$ cat src/rdsg_defs.vh
/*
 Constants of the reset, unit-loss, panel-stop and write-guard block:
 register offsets, field positions, reset values, codes and timing.
 Assumes a 50 MHz clock and a 12-bit APB byte address.
*/
`ifndef RDSG_DEFS_VH
`define RDSG_DEFS_VH

// ************************************************
// Register offsets
// ************************************************
`define RDSG_OFS_SEL     12'h000
`define RDSG_OFS_OPT     12'h004
`define RDSG_OFS_PARAM   12'h008
`define RDSG_OFS_STATUS  12'h00c

// ************************************************
// Fields and reset values
// ************************************************
`define RDSG_WG_LSB      8
`define RDSG_SEL_RST     5'h0e
`define RDSG_SEL_LO_MAX  5'h03
`define RDSG_SEL_HI_MIN  5'h0e
`define RDSG_SEL_HI_MAX  5'h11
`define RDSG_WG_RST      2'h0
`define RDSG_WG_MAX      2'h2
`define RDSG_WG_STOPPED  2'h0
`define RDSG_WG_LOCKED   2'h1
`define RDSG_WG_ANY      2'h2

// ************************************************
// Operation modes
// ************************************************
`define RDSG_MODE_UNIT   2'h0
`define RDSG_MODE_EXT    2'h1
`define RDSG_MODE_NET    2'h2

// ************************************************
// Parameter access classes and requests
// ************************************************
`define RDSG_CLS_NORMAL  0
`define RDSG_CLS_EXEMPT  1
`define RDSG_CLS_CARRIER 2
`define RDSG_CLS_RDSS    3
`define RDSG_CLS_WGS     4
`define RDSG_CLS_DISP    5
`define RDSG_CLS_CLEAR   6
`define RDSG_OP_NORMAL   3'h0
`define RDSG_OP_EXEMPT   3'h1
`define RDSG_OP_CARRIER  3'h2
`define RDSG_OP_CLEAR    3'h4
`define RDSG_OP_ALLCLR   3'h5

// ************************************************
// Timing
// ************************************************
`define RDSG_CLK_KHZ     50000
`define RDSG_LOSS_MS     1000
`define RDSG_LOSS_CYC    (`RDSG_LOSS_MS * `RDSG_CLK_KHZ)

`endif

$ cat src/rdsg_loss_timer.v
/*
 Operator-unit loss timer: counts cycles of continuous absence and
 flags expiry once the absence has lasted beyond the limit.
 Assumes a synchronous presence level and a synchronous reset.
*/
`timescale 1ns/10ps

module rdsg_loss_timer #(
    parameter [25:0] LIMIT = 26'd50000000
) (
    // Clock and reset
    input  wire        clk,
    input  wire        srst,
    // Control
    input  wire        arm,
    input  wire        present,
    // Result
    output wire        expired
);

    reg  [25:0] cnt_ff;
    reg  [25:0] nxt_cnt;
    reg         exp_ff;

    always @* begin
        nxt_cnt = cnt_ff;
        if (!arm || present) begin
            nxt_cnt = 26'h0;
        end else if (cnt_ff != LIMIT) begin
            nxt_cnt = cnt_ff + 26'h1;
        end
    end

    always @(posedge clk) begin
        if (srst) begin
            cnt_ff <= 26'h0;
            exp_ff <= 1'b0;
        end else begin
            cnt_ff <= nxt_cnt;
            // Strictly longer than the limit before expiry
            exp_ff <= arm && !present && (cnt_ff == LIMIT);
        end
    end

    assign expired = exp_ff;

endmodule

$ cat src/rdsg_wguard.v
/*
 Parameter write guard: decides, per access class, whether a parameter
 write or clear is allowed now. Purely combinational.
 Assumes run state and mode are synchronous to the caller's clock.
*/
`timescale 1ns/10ps
`include "rdsg_defs.vh"

module rdsg_wguard (
    // Settings
    input  wire [1:0]  wg_sel,
    input  wire        disp_ext,
    // Drive state
    input  wire        running,
    input  wire        unit_mode,
    // Verdict per class
    output reg  [6:0]  ok
);

    reg free_wr;

    always @* begin
        free_wr = (wg_sel == `RDSG_WG_ANY) ||
                  ((wg_sel == `RDSG_WG_STOPPED) && !running && unit_mode);
        ok = 7'h0;
        ok[`RDSG_CLS_NORMAL]  = free_wr;
        ok[`RDSG_CLS_EXEMPT]  = 1'b1;
        ok[`RDSG_CLS_CARRIER] = (wg_sel == `RDSG_WG_ANY) ||
                                ((wg_sel == `RDSG_WG_STOPPED) && unit_mode);
        ok[`RDSG_CLS_RDSS]    = disp_ext;
        ok[`RDSG_CLS_WGS]     = disp_ext;
        ok[`RDSG_CLS_DISP]    = 1'b1;
        ok[`RDSG_CLS_CLEAR]   = free_wr;
    end

endmodule

$ cat src/rdsg_top.v
/*
 Reset acceptance, operator-unit loss detection, panel stop and
 parameter write guard of a motor drive controller, with APB registers.
 Assumes all inputs synchronous to REF_CLK; keys and reset requests are
 one-cycle pulses, run and mode inputs are levels.
*/
`timescale 1ns/10ps
`include "rdsg_defs.vh"

// Operation
// - Selector accepts only 0-3 and 14-17; defaults to 14.
// - Selector 1,3,15,17: pin or link reset honoured only while tripped.
// - Reset taken while running shuts drive output off; motor coasts.
// - Every performed reset clears thermal and brake duty accumulations.
// - Operator-unit reset key works only while tripped, any selector value.
// - Detection selected: unit absent over 1s trips with unit-loss fault.
// - Selector 0,1,14,15: unit absence is ignored, no fault.
// - Unit absent since power-on is never a loss fault.
// - Unit jog with continue-on-loss: losing unit decelerates motor to stop.
// - Serial link on unit connector disables loss detection only.
// - Selector 14-17: stop key decelerates in every operation mode.
// - Panel stop enters panel-stop state, shows it, raises no fault.
// - Selector 0-3: no panel-stop state; stop key acts in unit mode only.
// - Panel-stop state left by same-unit reset, power reset or reset pin.
// - Panel stop in external mode decelerates even if coast selected.
// - Unit mode: stop from non-source unit enters panel-stop state.
// - Command source 9999: detachable unit outranks built-in panel.
// - Selector writable running under guard 0/1; clears keep it.
// - Guard defaults 0: 0 stopped only, 1 no writes, 2 always.
// - Guard 0: stopped unit mode only; carrier writes need unit mode.
// - Selector and guard settable only with extended display at 0.
// - Guard 1 refuses writes and clears except exempt ones.
module rdsg_top #(
    parameter [25:0] LOSS_CYCLES = `RDSG_LOSS_CYC
) (
    // Clock and reset
    input  wire        REF_CLK,
    input  wire        SRST,
    // APB slave
    input  wire        PSEL,
    input  wire        PENABLE,
    input  wire        PWRITE,
    input  wire [11:0] PADDR,
    input  wire [31:0] PWDATA,
    output wire [31:0] PRDATA,
    output wire        PREADY,
    output wire        PSLVERR,
    // Drive state
    input  wire        RUNNING,
    input  wire [1:0]  MODE,
    input  wire        JOG_ACTIVE,
    input  wire        START_IN,
    input  wire        FAULT_IN,
    // Operator panel and unit
    input  wire        UNIT_PRESENT,
    input  wire        LINK_ON_UNIT,
    input  wire        PANEL_STOP_KEY,
    input  wire        UNIT_STOP_KEY,
    input  wire        PANEL_PS_RESET_KEY,
    input  wire        UNIT_PS_RESET_KEY,
    input  wire        UNIT_RESET_KEY,
    // Reset requests
    input  wire        RESET_INPUT_PIN,
    input  wire        LINK_RESET_REQ,
    // Protection outputs
    output wire        TRIPPED,
    output wire        UNIT_LOSS_FAULT,
    output wire        DRIVE_OFF,
    output wire        CLR_THERMAL,
    output wire        CLR_BRAKE_DUTY,
    output wire        DECEL_STOP,
    output wire        PANEL_STOP_STATE
);

    // ************************************************
    // Selector decoding
    // ************************************************
    function sel_legal;
        input [4:0] v;
        begin
            sel_legal = (v <= `RDSG_SEL_LO_MAX) ||
                        ((v >= `RDSG_SEL_HI_MIN) && (v <= `RDSG_SEL_HI_MAX));
        end
    endfunction

    function sel_fault_only;
        input [4:0] v;
        begin
            sel_fault_only = v[0];
        end
    endfunction

    function sel_detect;
        input [4:0] v;
        begin
            sel_detect = (v < `RDSG_SEL_HI_MIN) ? v[1] : v[4];
        end
    endfunction

    function sel_ps_en;
        input [4:0] v;
        begin
            sel_ps_en = (v >= `RDSG_SEL_HI_MIN);
        end
    endfunction

    // ************************************************
    // State
    // ************************************************
    reg  [4:0]  sel_ff;
    reg  [1:0]  wg_ff;
    reg         disp_simple_ff;
    reg         coast_ff;
    reg         cmd_prio_ff;
    reg         wr_ok_ff;
    reg         wr_ref_ff;
    reg         seen_ff;
    reg         tripped_ff;
    reg         loss_ff;
    reg         ps_ff;
    reg         ps_src_ff;
    reg         decel_ff;
    reg         drive_off_ff;
    reg         clr_ff;
    reg         pready_ff;
    reg         pslverr_ff;
    reg  [31:0] prdata_ff;

    wire        loss_exp;
    wire [6:0]  ok;
    wire        unit_mode = (MODE == `RDSG_MODE_UNIT);

    // ************************************************
    // Reset acceptance
    // ************************************************
    wire reset_req = RESET_INPUT_PIN || LINK_RESET_REQ;
    wire reset_ok  = reset_req && (!sel_fault_only(sel_ff) || tripped_ff);
    wire key_ok    = UNIT_RESET_KEY && tripped_ff;
    wire reset_do  = reset_ok || key_ok;

    // ************************************************
    // Unit loss
    // ************************************************
    // Arming waits for a first sighting so an absent unit at power-on is fine
    wire loss_arm = sel_detect(sel_ff) && !LINK_ON_UNIT &&
                    seen_ff && !loss_ff;

    rdsg_loss_timer #(
        .LIMIT   (LOSS_CYCLES)
    ) u_timer (
        .clk     (REF_CLK),
        .srst    (SRST),
        .arm     (loss_arm),
        .present (UNIT_PRESENT),
        .expired (loss_exp)
    );

    // ************************************************
    // Stop keys and command source
    // ************************************************
    wire unit_src = cmd_prio_ff && UNIT_PRESENT;
    wire any_stop = PANEL_STOP_KEY || UNIT_STOP_KEY;
    wire nonsrc   = (PANEL_STOP_KEY && unit_src) ||
                    (UNIT_STOP_KEY && !unit_src);
    wire ps_en    = sel_ps_en(sel_ff);
    wire ps_enter = ps_en && ((!unit_mode && any_stop) ||
                              (unit_mode && nonsrc));
    wire jog_loss = JOG_ACTIVE && unit_mode && !UNIT_PRESENT &&
                    seen_ff && !sel_detect(sel_ff);
    wire decel_req = (ps_en && any_stop) ||
                     (!ps_en && unit_mode && any_stop) ||
                     jog_loss;
    // Only the unit that stopped the drive may clear it, with start dropped
    wire ps_key   = ps_src_ff ? UNIT_PS_RESET_KEY : PANEL_PS_RESET_KEY;
    wire ps_exit  = RESET_INPUT_PIN ||
                    (ps_key && !START_IN && !RUNNING);

    // ************************************************
    // Protection state
    // ************************************************
    always @(posedge REF_CLK) begin
        if (SRST) begin
            seen_ff      <= 1'b0;
            tripped_ff   <= 1'b0;
            loss_ff      <= 1'b0;
            ps_ff        <= 1'b0;
            ps_src_ff    <= 1'b0;
            decel_ff     <= 1'b0;
            drive_off_ff <= 1'b0;
            clr_ff       <= 1'b0;
        end else begin
            seen_ff <= seen_ff || UNIT_PRESENT;
            // Trip events win over a reset in the same cycle
            if (FAULT_IN || loss_exp) begin
                tripped_ff <= 1'b1;
            end else if (reset_do) begin
                tripped_ff <= 1'b0;
            end
            if (loss_exp) begin
                loss_ff <= 1'b1;
            end else if (reset_do) begin
                loss_ff <= 1'b0;
            end
            // Panel stop is a state, not a trip
            if (ps_enter) begin
                ps_ff     <= 1'b1;
                ps_src_ff <= UNIT_STOP_KEY;
            end else if (ps_exit) begin
                ps_ff <= 1'b0;
            end
            // Coast selection is not consulted here
            decel_ff     <= decel_req || (decel_ff && RUNNING);
            drive_off_ff <= reset_do && RUNNING;
            clr_ff       <= reset_do;
        end
    end

    // ************************************************
    // Write guard
    // ************************************************
    rdsg_wguard u_guard (
        .wg_sel    (wg_ff),
        .disp_ext  (!disp_simple_ff),
        .running   (RUNNING),
        .unit_mode (unit_mode),
        .ok        (ok)
    );

    // ************************************************
    // APB slave
    // ************************************************
    wire setup  = PSEL && !PENABLE;
    wire access = PSEL && PENABLE && pready_ff;
    wire wr     = access && PWRITE;
    wire [2:0] op = PWDATA[2:0];
    wire [4:0] wsel = PWDATA[4:0];
    wire [1:0] wwg  = PWDATA[`RDSG_WG_LSB+1:`RDSG_WG_LSB];

    reg  op_ok;
    reg  op_known;

    always @* begin
        op_ok    = 1'b0;
        op_known = 1'b1;
        case (op)
            `RDSG_OP_NORMAL:  op_ok = ok[`RDSG_CLS_NORMAL];
            `RDSG_OP_EXEMPT:  op_ok = ok[`RDSG_CLS_EXEMPT];
            `RDSG_OP_CARRIER: op_ok = ok[`RDSG_CLS_CARRIER];
            `RDSG_OP_CLEAR:   op_ok = ok[`RDSG_CLS_CLEAR];
            `RDSG_OP_ALLCLR:  op_ok = ok[`RDSG_CLS_CLEAR];
            default:          op_known = 1'b0;
        endcase
    end

    function mapped;
        input [11:0] a;
        begin
            mapped = (a == `RDSG_OFS_SEL) || (a == `RDSG_OFS_OPT) ||
                     (a == `RDSG_OFS_PARAM) || (a == `RDSG_OFS_STATUS);
        end
    endfunction

    always @(posedge REF_CLK) begin
        if (SRST) begin
            sel_ff         <= `RDSG_SEL_RST;
            wg_ff          <= `RDSG_WG_RST;
            disp_simple_ff <= 1'b0;
            coast_ff       <= 1'b0;
            cmd_prio_ff    <= 1'b1;
            wr_ok_ff       <= 1'b0;
            wr_ref_ff      <= 1'b0;
        end else if (wr) begin
            case (PADDR)
                `RDSG_OFS_SEL: begin
                    // Illegal values are dropped, keeping the old setting
                    if (ok[`RDSG_CLS_RDSS] && sel_legal(wsel)) begin
                        sel_ff <= wsel;
                    end
                    if (ok[`RDSG_CLS_WGS] && (wwg <= `RDSG_WG_MAX)) begin
                        wg_ff <= wwg;
                    end
                end
                `RDSG_OFS_OPT: begin
                    disp_simple_ff <= PWDATA[0];
                    if (ok[`RDSG_CLS_NORMAL]) begin
                        coast_ff    <= PWDATA[1];
                        cmd_prio_ff <= PWDATA[2];
                    end
                end
                `RDSG_OFS_PARAM: begin
                    wr_ok_ff  <= op_known && op_ok;
                    wr_ref_ff <= op_known && !op_ok;
                    if (op_ok && op[2]) begin
                        // Clears leave the reset/detect/stop selector alone
                        disp_simple_ff <= 1'b0;
                        coast_ff       <= 1'b0;
                        cmd_prio_ff    <= 1'b1;
                    end
                end
                default: begin
                    wr_ok_ff <= wr_ok_ff;
                end
            endcase
        end
    end

    // Zero-wait answer: ready rises for the access cycle only
    always @(posedge REF_CLK) begin
        if (SRST) begin
            pready_ff  <= 1'b0;
            pslverr_ff <= 1'b0;
            prdata_ff  <= 32'h0;
        end else begin
            pready_ff  <= setup;
            pslverr_ff <= setup && !mapped(PADDR);
            prdata_ff  <= 32'h0;
            if (setup && !PWRITE) begin
                case (PADDR)
                    `RDSG_OFS_SEL:
                        prdata_ff <= {22'h0, wg_ff, 3'h0, sel_ff};
                    `RDSG_OFS_OPT:
                        prdata_ff <= {29'h0, cmd_prio_ff, coast_ff, disp_simple_ff};
                    `RDSG_OFS_PARAM:
                        prdata_ff <= {30'h0, wr_ref_ff, wr_ok_ff};
                    `RDSG_OFS_STATUS:
                        prdata_ff <= {26'h0, seen_ff, decel_ff, ps_src_ff,
                                      ps_ff, loss_ff, tripped_ff};
                    default:
                        prdata_ff <= 32'h0;
                endcase
            end
        end
    end

    // ************************************************
    // Outputs
    // ************************************************
    assign PRDATA           = prdata_ff;
    assign PREADY           = pready_ff;
    assign PSLVERR          = pslverr_ff;
    assign TRIPPED          = tripped_ff;
    assign UNIT_LOSS_FAULT  = loss_ff;
    assign DRIVE_OFF        = drive_off_ff;
    assign CLR_THERMAL      = clr_ff;
    assign CLR_BRAKE_DUTY   = clr_ff;
    assign DECEL_STOP       = decel_ff;
    assign PANEL_STOP_STATE = ps_ff;

endmodule

$ cat config.mk
export PLATFORM = sky130hd
export DESIGN_NAME = rdsg_top
export DESIGN_NICKNAME = d
export VERILOG_FILES = /design/src/rdsg_loss_timer.v /design/src/rdsg_wguard.v /design/src/rdsg_top.v
export VERILOG_INCLUDE_DIRS = /design/src
export SDC_FILE = /design/constraint.sdc
export NUM_CORES = 1
export LEC_CHECK = 0
export ABC_CLOCK_PERIOD_IN_PS = 2100
export BUFFER_PORTS_ARGS = -buffer_cell sky130_fd_sc_hd__clkbuf_2
export CAP_MARGIN = 40
export CORE_MARGIN = 1.5
export CORE_UTILIZATION = 50
export CTS_CLUSTER_SIZE = 25
export DETAILED_ROUTE_END_ITERATION = 6
export PLACE_DENSITY = 0.79
export SKIP_LAST_GASP = 1
export SLEW_MARGIN = 40
export SYNTH_ARGS = -nofsm -noshare
export SYNTH_HDL_FRONTEND = slang
export SYNTH_SLANG_ARGS = --single-unit
$ cat constraint.sdc
create_clock -name REF_CLK -period 2.1 [get_ports REF_CLK]
set_input_delay 0.21 -clock REF_CLK [delete_from_list [all_inputs] [get_ports REF_CLK]]
set_output_delay 0.21 -clock REF_CLK [all_outputs]
set_load 0.01 [all_outputs]
==> reports/metrics.csv, run 1 <==
metric,value,unit
nNetsFinal,481,
p_sw,0.528,mW
cts.clk_slew.worst_paths,70,ps
worstSetupPathType,reg -> reg,
finalInstanceArea,3500,um^2
min_to,TRIPPED,
core_area,5640,um^2
maxSlewViolCount,0,
fin_crit,2030,ps
hold_start,FAULT_IN,
synth_top_area_share,38.2,%
clk_latency,340,ps
reg2reg_slack,70,ps
vias_per_cell,5.71,
grt_max_degree,21,
finalSetupTns,0,ps
start_util,53.0,%
worstReg2RegEnd,u_timer.cnt_ff[20],
areaGrowthSynthToFinish,17.1,%
drv_cap,0,
vias,2804,
crit_path_end_kind,flop,
antenna_found_initial,0,
synth_edf_count,0,
remaining_drc_errors,0,
place.gp.congestion,0.856,
io_pins,105,
finalWorstSetupSlack,65.5,ps
numCtsBuffers,9,
power.share.clock,46.6,%
ys_warn_count,0,
yosys-top-cells-area,"dfxtp_1 38%, buf_4 6.3%, mux2i_1 5.4%",
final-seq-area,1140,um^2
dpl_cell_area,3250,um^2
dr.first_iter.drc_count,140,
multi_input_area,1660,um^2
crit_fanout,6,
synth-main-ff-cell,dfxtp_1,
die_y,80.3,um
diodes,0,
power.internal,1.82,mW
hold_viol_final,0,
critPathLaunchType,flop,
ys_async_sr_fraction,0,%
whs,113,ps
cts_hold_buf,0,
wirelength,6930,um
track_usage,23.1,%
syn_inst,355,
cts_num_sinks,57,
fin_util,62.1,%
firstDrtPassIters,4,
grt_setup_unrepaired,no,
first_global_vias,2468,
seq_power_share,46.8,%
skew,8.69,ps
reg2regPathDepth,5,
power_leakage,1.35,nW
placementRows,27,
vdd.ir_drop.worst,0.414,mV
chipWidth,80.3,um
required,2370,ps
ys_ff_latch,57,
fin_crit_sh,96.9,%
overflow,0,
syn_area_per_cell,8.42,um^2
final_cell_mix,"56 x clkbuf_2, 55 x dfxtp_1, 32 x nor2_1",
worst_slew_pin_slew,651,ps
synth_cell_types,55,
grt_pass1_wl,11400,um
powerDensity,671,nW/um^2
cts_tree,built,
hp-class,in -> reg,
seq_area_frac_synth,38.2,%
htree_num_levels,3,
fillers,491,
synth_area,2990,um^2
drtAntennaViolNets,0,
slew_headroom,56.6,%
cts-root-buf,clkbuf_8,
routedWlPerCell,14.1,um
holdPathStages,3,
synth_top_area_cell,dfxtp_1,
fmax,492,MHz
power.total,2.35,mW
swShare,22.5,%
portBuffers,55,
setup_viol,0,
hpwl,5160,um
cp.arrival,2300,ps
layout.cells.non_filler,491,
die-area,6450,um^2
status,"finished, final reports clean",
crit-reg2reg-launch,u_timer.cnt_ff[0],
combPwrFrac,6.6,%
drive_above_1_share,22.0,%
pre_cts_slack,139,ps
layout_commonest_cell,clkbuf_2,
placedCellCount,474,
cts_max_path_buffers,2,
critical path, stage by stage (launching register included):
cell and delay [ps]:
dfxtp_2 370, ha_2 220, nand2_2 90, or4_4 610, or4_1 520, a21oi_1 150
flip-flops by register name (all words and copies together) (netlist names), 2 cells and up:
| name | count |
|---|---|
| u_timer.cnt_ff | 26 |
| wg_ff | 2 |
| PRDATA | 8 |
| sel_ff | 5 |
area by class of cell:
type / count / share of cell area (%)
clock buffer: 13 / 5.11
clock inverter: 2 / 1.00
inverter: 11 / 1.18
multi-input combinational: 272 / 47.4
sequential: 57 / 32.7
tap: 72 / 2.57
timing repair buffer: 64 / 10.1
cells by family after synthesis:
kind of cell               Yosys count  synth area share, %
other                                1                0.125
and+or+nand+nor                    152                 28.2
DFF                                 57                 38.2
xor gates and xnor gates             6                 1.76
AOI/OAI and AO/OA                   71                 15.7
muxes                               17                 5.73
buffers and inverters               49                 9.41
adders and majority gates            2                0.837
power groups by stage:
stage	Combinational [mW]	Sequential [mW]	Clock, mW
final	0.154	1.10	1.10
after detailed placement	0.151	1.12	0
after global routing	0.172	1.10	1.17
after CTS	0.153	1.10	1.11
after floorplan	0.113	1.13	0
after global placement	0.150	1.12	0
worst max path at each step:
stage	start	endpoint	slack, ps	cells past startpoint
2_1_floorplan	u_timer.cnt_ff[3]	u_timer.cnt_ff[20]	330	4
3_3_place_gp	u_timer.cnt_ff[4]	u_timer.cnt_ff[20]	180	4
3_5_place_dp	u_timer.cnt_ff[0]	u_timer.cnt_ff[18]	140	5
4_1_cts	u_timer.cnt_ff[0]	u_timer.cnt_ff[18]	100	5
5_1_grt	u_timer.cnt_ff[0]	u_timer.cnt_ff[20]	7	5
6_report	u_timer.cnt_ff[0]	u_timer.cnt_ff[20]	70	5
cell usage after synthesis (2+ instances only):
library cell  count
dfxtp_1          57
nor2_1           32
a21oi_1          25
buf_4            25
nand2_1          24
mux2i_1          16
nand3_1          13
nor3_1           13
or3_1            12
inv_1            11
o21ai_0          11
clkbuf_1          9
nand4_1           9
and3_1            7
nand2b_1          7
nor4_1            7
and4_1            6
o31ai_1           6
a211oi_1          4
or4_1             4
xnor2_1           4
a32oi_1           3
and2_1            3
buf_2             3
nor2b_1           3
a211o_1           2
a31oi_1           2
and3b_1           2
ha_1              2
nor4bb_1          2
o211ai_1          2
o21a_1            2
o21bai_1          2
o2bb2ai_1         2
or3b_2            2
xor2_1            2
what timing repair did:
action / CTS / global route
resized for setup: 0 / 4
setup buffers: 0 / 2
endpoints found under the setup margin: 0 / 2
routing by layer:
| metal | routed length (um) | GRT usage (%) | vias to the layer above | share of wire, % |
|---|---|---|---|---|
| met4 | 140 | 11.4 | 0 | 2.0 |
| met3 | 473 | 5.68 | 16 | 6.8 |
| met2 | 3230 | 37.1 | 120 | 47 |
| met1 | 3090 | 28.8 | 1302 | 45 |
| met5 | 0 | 0 | - | 0 |
| li1 | - | - | 1366 | - |
(Power assumes the default switching activity.)
==> inputs of run 2 (changes only) <==
--- a/config.mk
+++ b/config.mk
@@ -6,6 +6,7 @@
 export SDC_FILE = /design/constraint.sdc
 export NUM_CORES = 1
 export LEC_CHECK = 0
+export ABC_AREA = 1
 export ABC_CLOCK_PERIOD_IN_PS = 2100
 export BUFFER_PORTS_ARGS = -buffer_cell sky130_fd_sc_hd__clkbuf_2
 export CAP_MARGIN = 40
==> run 2 against run 1 <==
Global-route usage shrank 1.1 points; sequential power is essentially flat; combinational power shrank 5%; fmax grew 28%; setup slack gained 440 ps; critical path depth grew 3; first-iteration DRC count grew 39%; synthesized cell count grew 21%; synthesized area grew 0.79%; sequential share of layout area grew 0.29 points.
==> reports/metrics.csv, run 2 <==
metric,value,unit
place.gp.congestion,0.938,
crit-reg2reg-launch,u_timer.cnt_ff[0],
nNetsFinal,557,
crit_path_end_kind,flop,
ctsResizeCount,0,
core_area,5890,um^2
final-seq-area,1140,um^2
multi_input_area,1490,um^2
synth_top_area_cell,dfxtp_1,
cts_num_sinks,57,
status,"finished, final reports clean",
fin_crit,1590,ps
diodes,0,
final_cell_mix,"68 x nand2_1, 59 x inv_1, 57 x dfxtp_1",
remaining_drc_errors,0,
regMostFlops,u_timer.cnt_ff,
critPathLaunchType,flop,
layout_commonest_cell,nand2_1,
ys_warn_count,0,
track_usage,22.0,%
synth_area,3010,um^2
synth_cell_types,38,
cp_top_family,simple AND/OR/NAND/NOR gates,
largest_reg_flops,26,
dr.first_iter.drc_count,195,
portBuffers,55,
maxSlewViolCount,0,
chipWidth,80.6,um
vias_per_cell,5.06,
vdd.ir_drop.worst,0.338,mV
numCtsBuffers,9,
areaGrowthSynthToFinish,14.9,%
cp_slowest_cell,dfxtp_1,
hp-class,in -> reg,
crit_chain,"ha_1, nand2_1, inv_1, nand3_1, nor2_1, nand3_1, nor3_1, nor3_1",
drive_above_1_share,19.8,%
htree_num_levels,3,
synth_edf_count,0,
hpwl,5170,um
ys_async_sr_fraction,0,%
grt_max_degree,20,
hold_viol_final,0,
firstDrtPassIters,5,
crit_buf_inv,1,
die-area,6500,um^2
whs,102,ps
cts_hold_buf,0,
synth_commonest_cells,"68 x nand2_1, 59 x inv_1, 57 x dfxtp_1",
critPathMaxStageDelay,380,ps
setup_viol,0,
finalWorstSetupSlack,508,ps
routedWlPerCell,11.7,um
finalSetupTns,0,ps
synth-main-ff-cell,dfxtp_1,
start_util,51.2,%
reg2reg_slack,510,ps
grt_pass1_wl,11000,um
synth_most_common_cell,nand2_1,
seq_area_frac_synth,37.9,%
worstSetupPathType,reg -> reg,
grt_setup_unrepaired,no,
skew,9.42,ps
cts_max_path_buffers,2,
wirelength,6670,um
required,2320,ps
cp.arrival,1810,ps
antenna_found_initial,0,
io_pins,105,
crit_fanout,4,
clk_latency,330,ps
pre_cts_slack,436,ps
cts.clk_slew.worst_paths,70,ps
powerDensity,658,nW/um^2
fmax,628,MHz
first_global_vias,2518,
critical_path.startpoint,u_timer.cnt_ff[0],
drv_cap,0,
yosys-top-cells-area,"dfxtp_1 38%, nand2_1 8.5%, inv_1 7.3%",
cts_setup_buffers,0,
ys_ff_latch,57,
vias,2883,
overflow,0,
fin_crit_sh,75.8,%
synth_top_area_share,37.9,%
power_leakage,1.58,nW
cts_tree,built,
fillers,571,
hold_start,FAULT_IN,
drtAntennaViolNets,0,
cts-root-buf,clkbuf_8,
syn_inst,428,
syn_area_per_cell,7.04,um^2
placementRows,28,
die_y,80.6,um
[run 2: layout make-up]
cell class,instances,share of cell area (%)
multi-input combinational,301,43.0
clock inverter,3,1.16
inverter,63,6.90
timing repair buffer,59,8.82
sequential,57,33.0
tap,75,2.71
clock buffer,12,4.48
[run 2: cells by family (layout without fill, tap and decap cells)]
family          count (synthesis)  count (layout)  share of synthesized area [%]
flops                          57              57                           37.9
simple gates                  202             202                           32.3
other cells                     1              24                          0.124
fa+ha+maj                       2               2                          0.830
buf+inv                        93             137                           15.6
compound gates                 73              73                           13.2
[run 2: per-stage QoR]
stage	instance area (um^2)	cells	total power, mW	util [%]
finish	3460	570	2.28	58.8
detailed placement	3270	555	1.27	55.5
global placement	3270	555	1.27	55.5
CTS	3460	570	2.29	58.8
floorplan	3100	451	1.24	-
global route	3460	570	2.36	58.8
[run 2: power by group]
part	internal (mW)	total, mW	leakage [nW]	switching, mW
Sequential	1.09	1.10	0.462	0.00863
Combinational	0.0548	0.147	1.02	0.0920
Clock	0.603	1.03	0.102	0.427
[run 2: worst register-to-register path, delay by kind of cell (launching register included)]
| family | cells | cell delay, ps |
|---|---|---|
| adders and majority gates | 1 | 180 |
| and+or+nand+nor | 6 | 810 |
| DFF | 1 | 380 |
| buffers and inverters | 1 | 110 |
[run 2: final timing paths]
kind / end / depth (start not counted)
max: u_timer.cnt_ff[18] / 8
min: TRIPPED / 2
max reg2reg: u_timer.cnt_ff[18] / 8
min reg2reg: UNIT_LOSS_FAULT / 2
[run 2: metal layers]
metal  vias up  share of wire (%)  GRT usage [%]
li1       1479                  -              -
met3        12                8.2           5.11
met5         -                  0              0
met2       134                 45           35.1
met4         0                1.8           10.7
met1      1258                 45           27.7
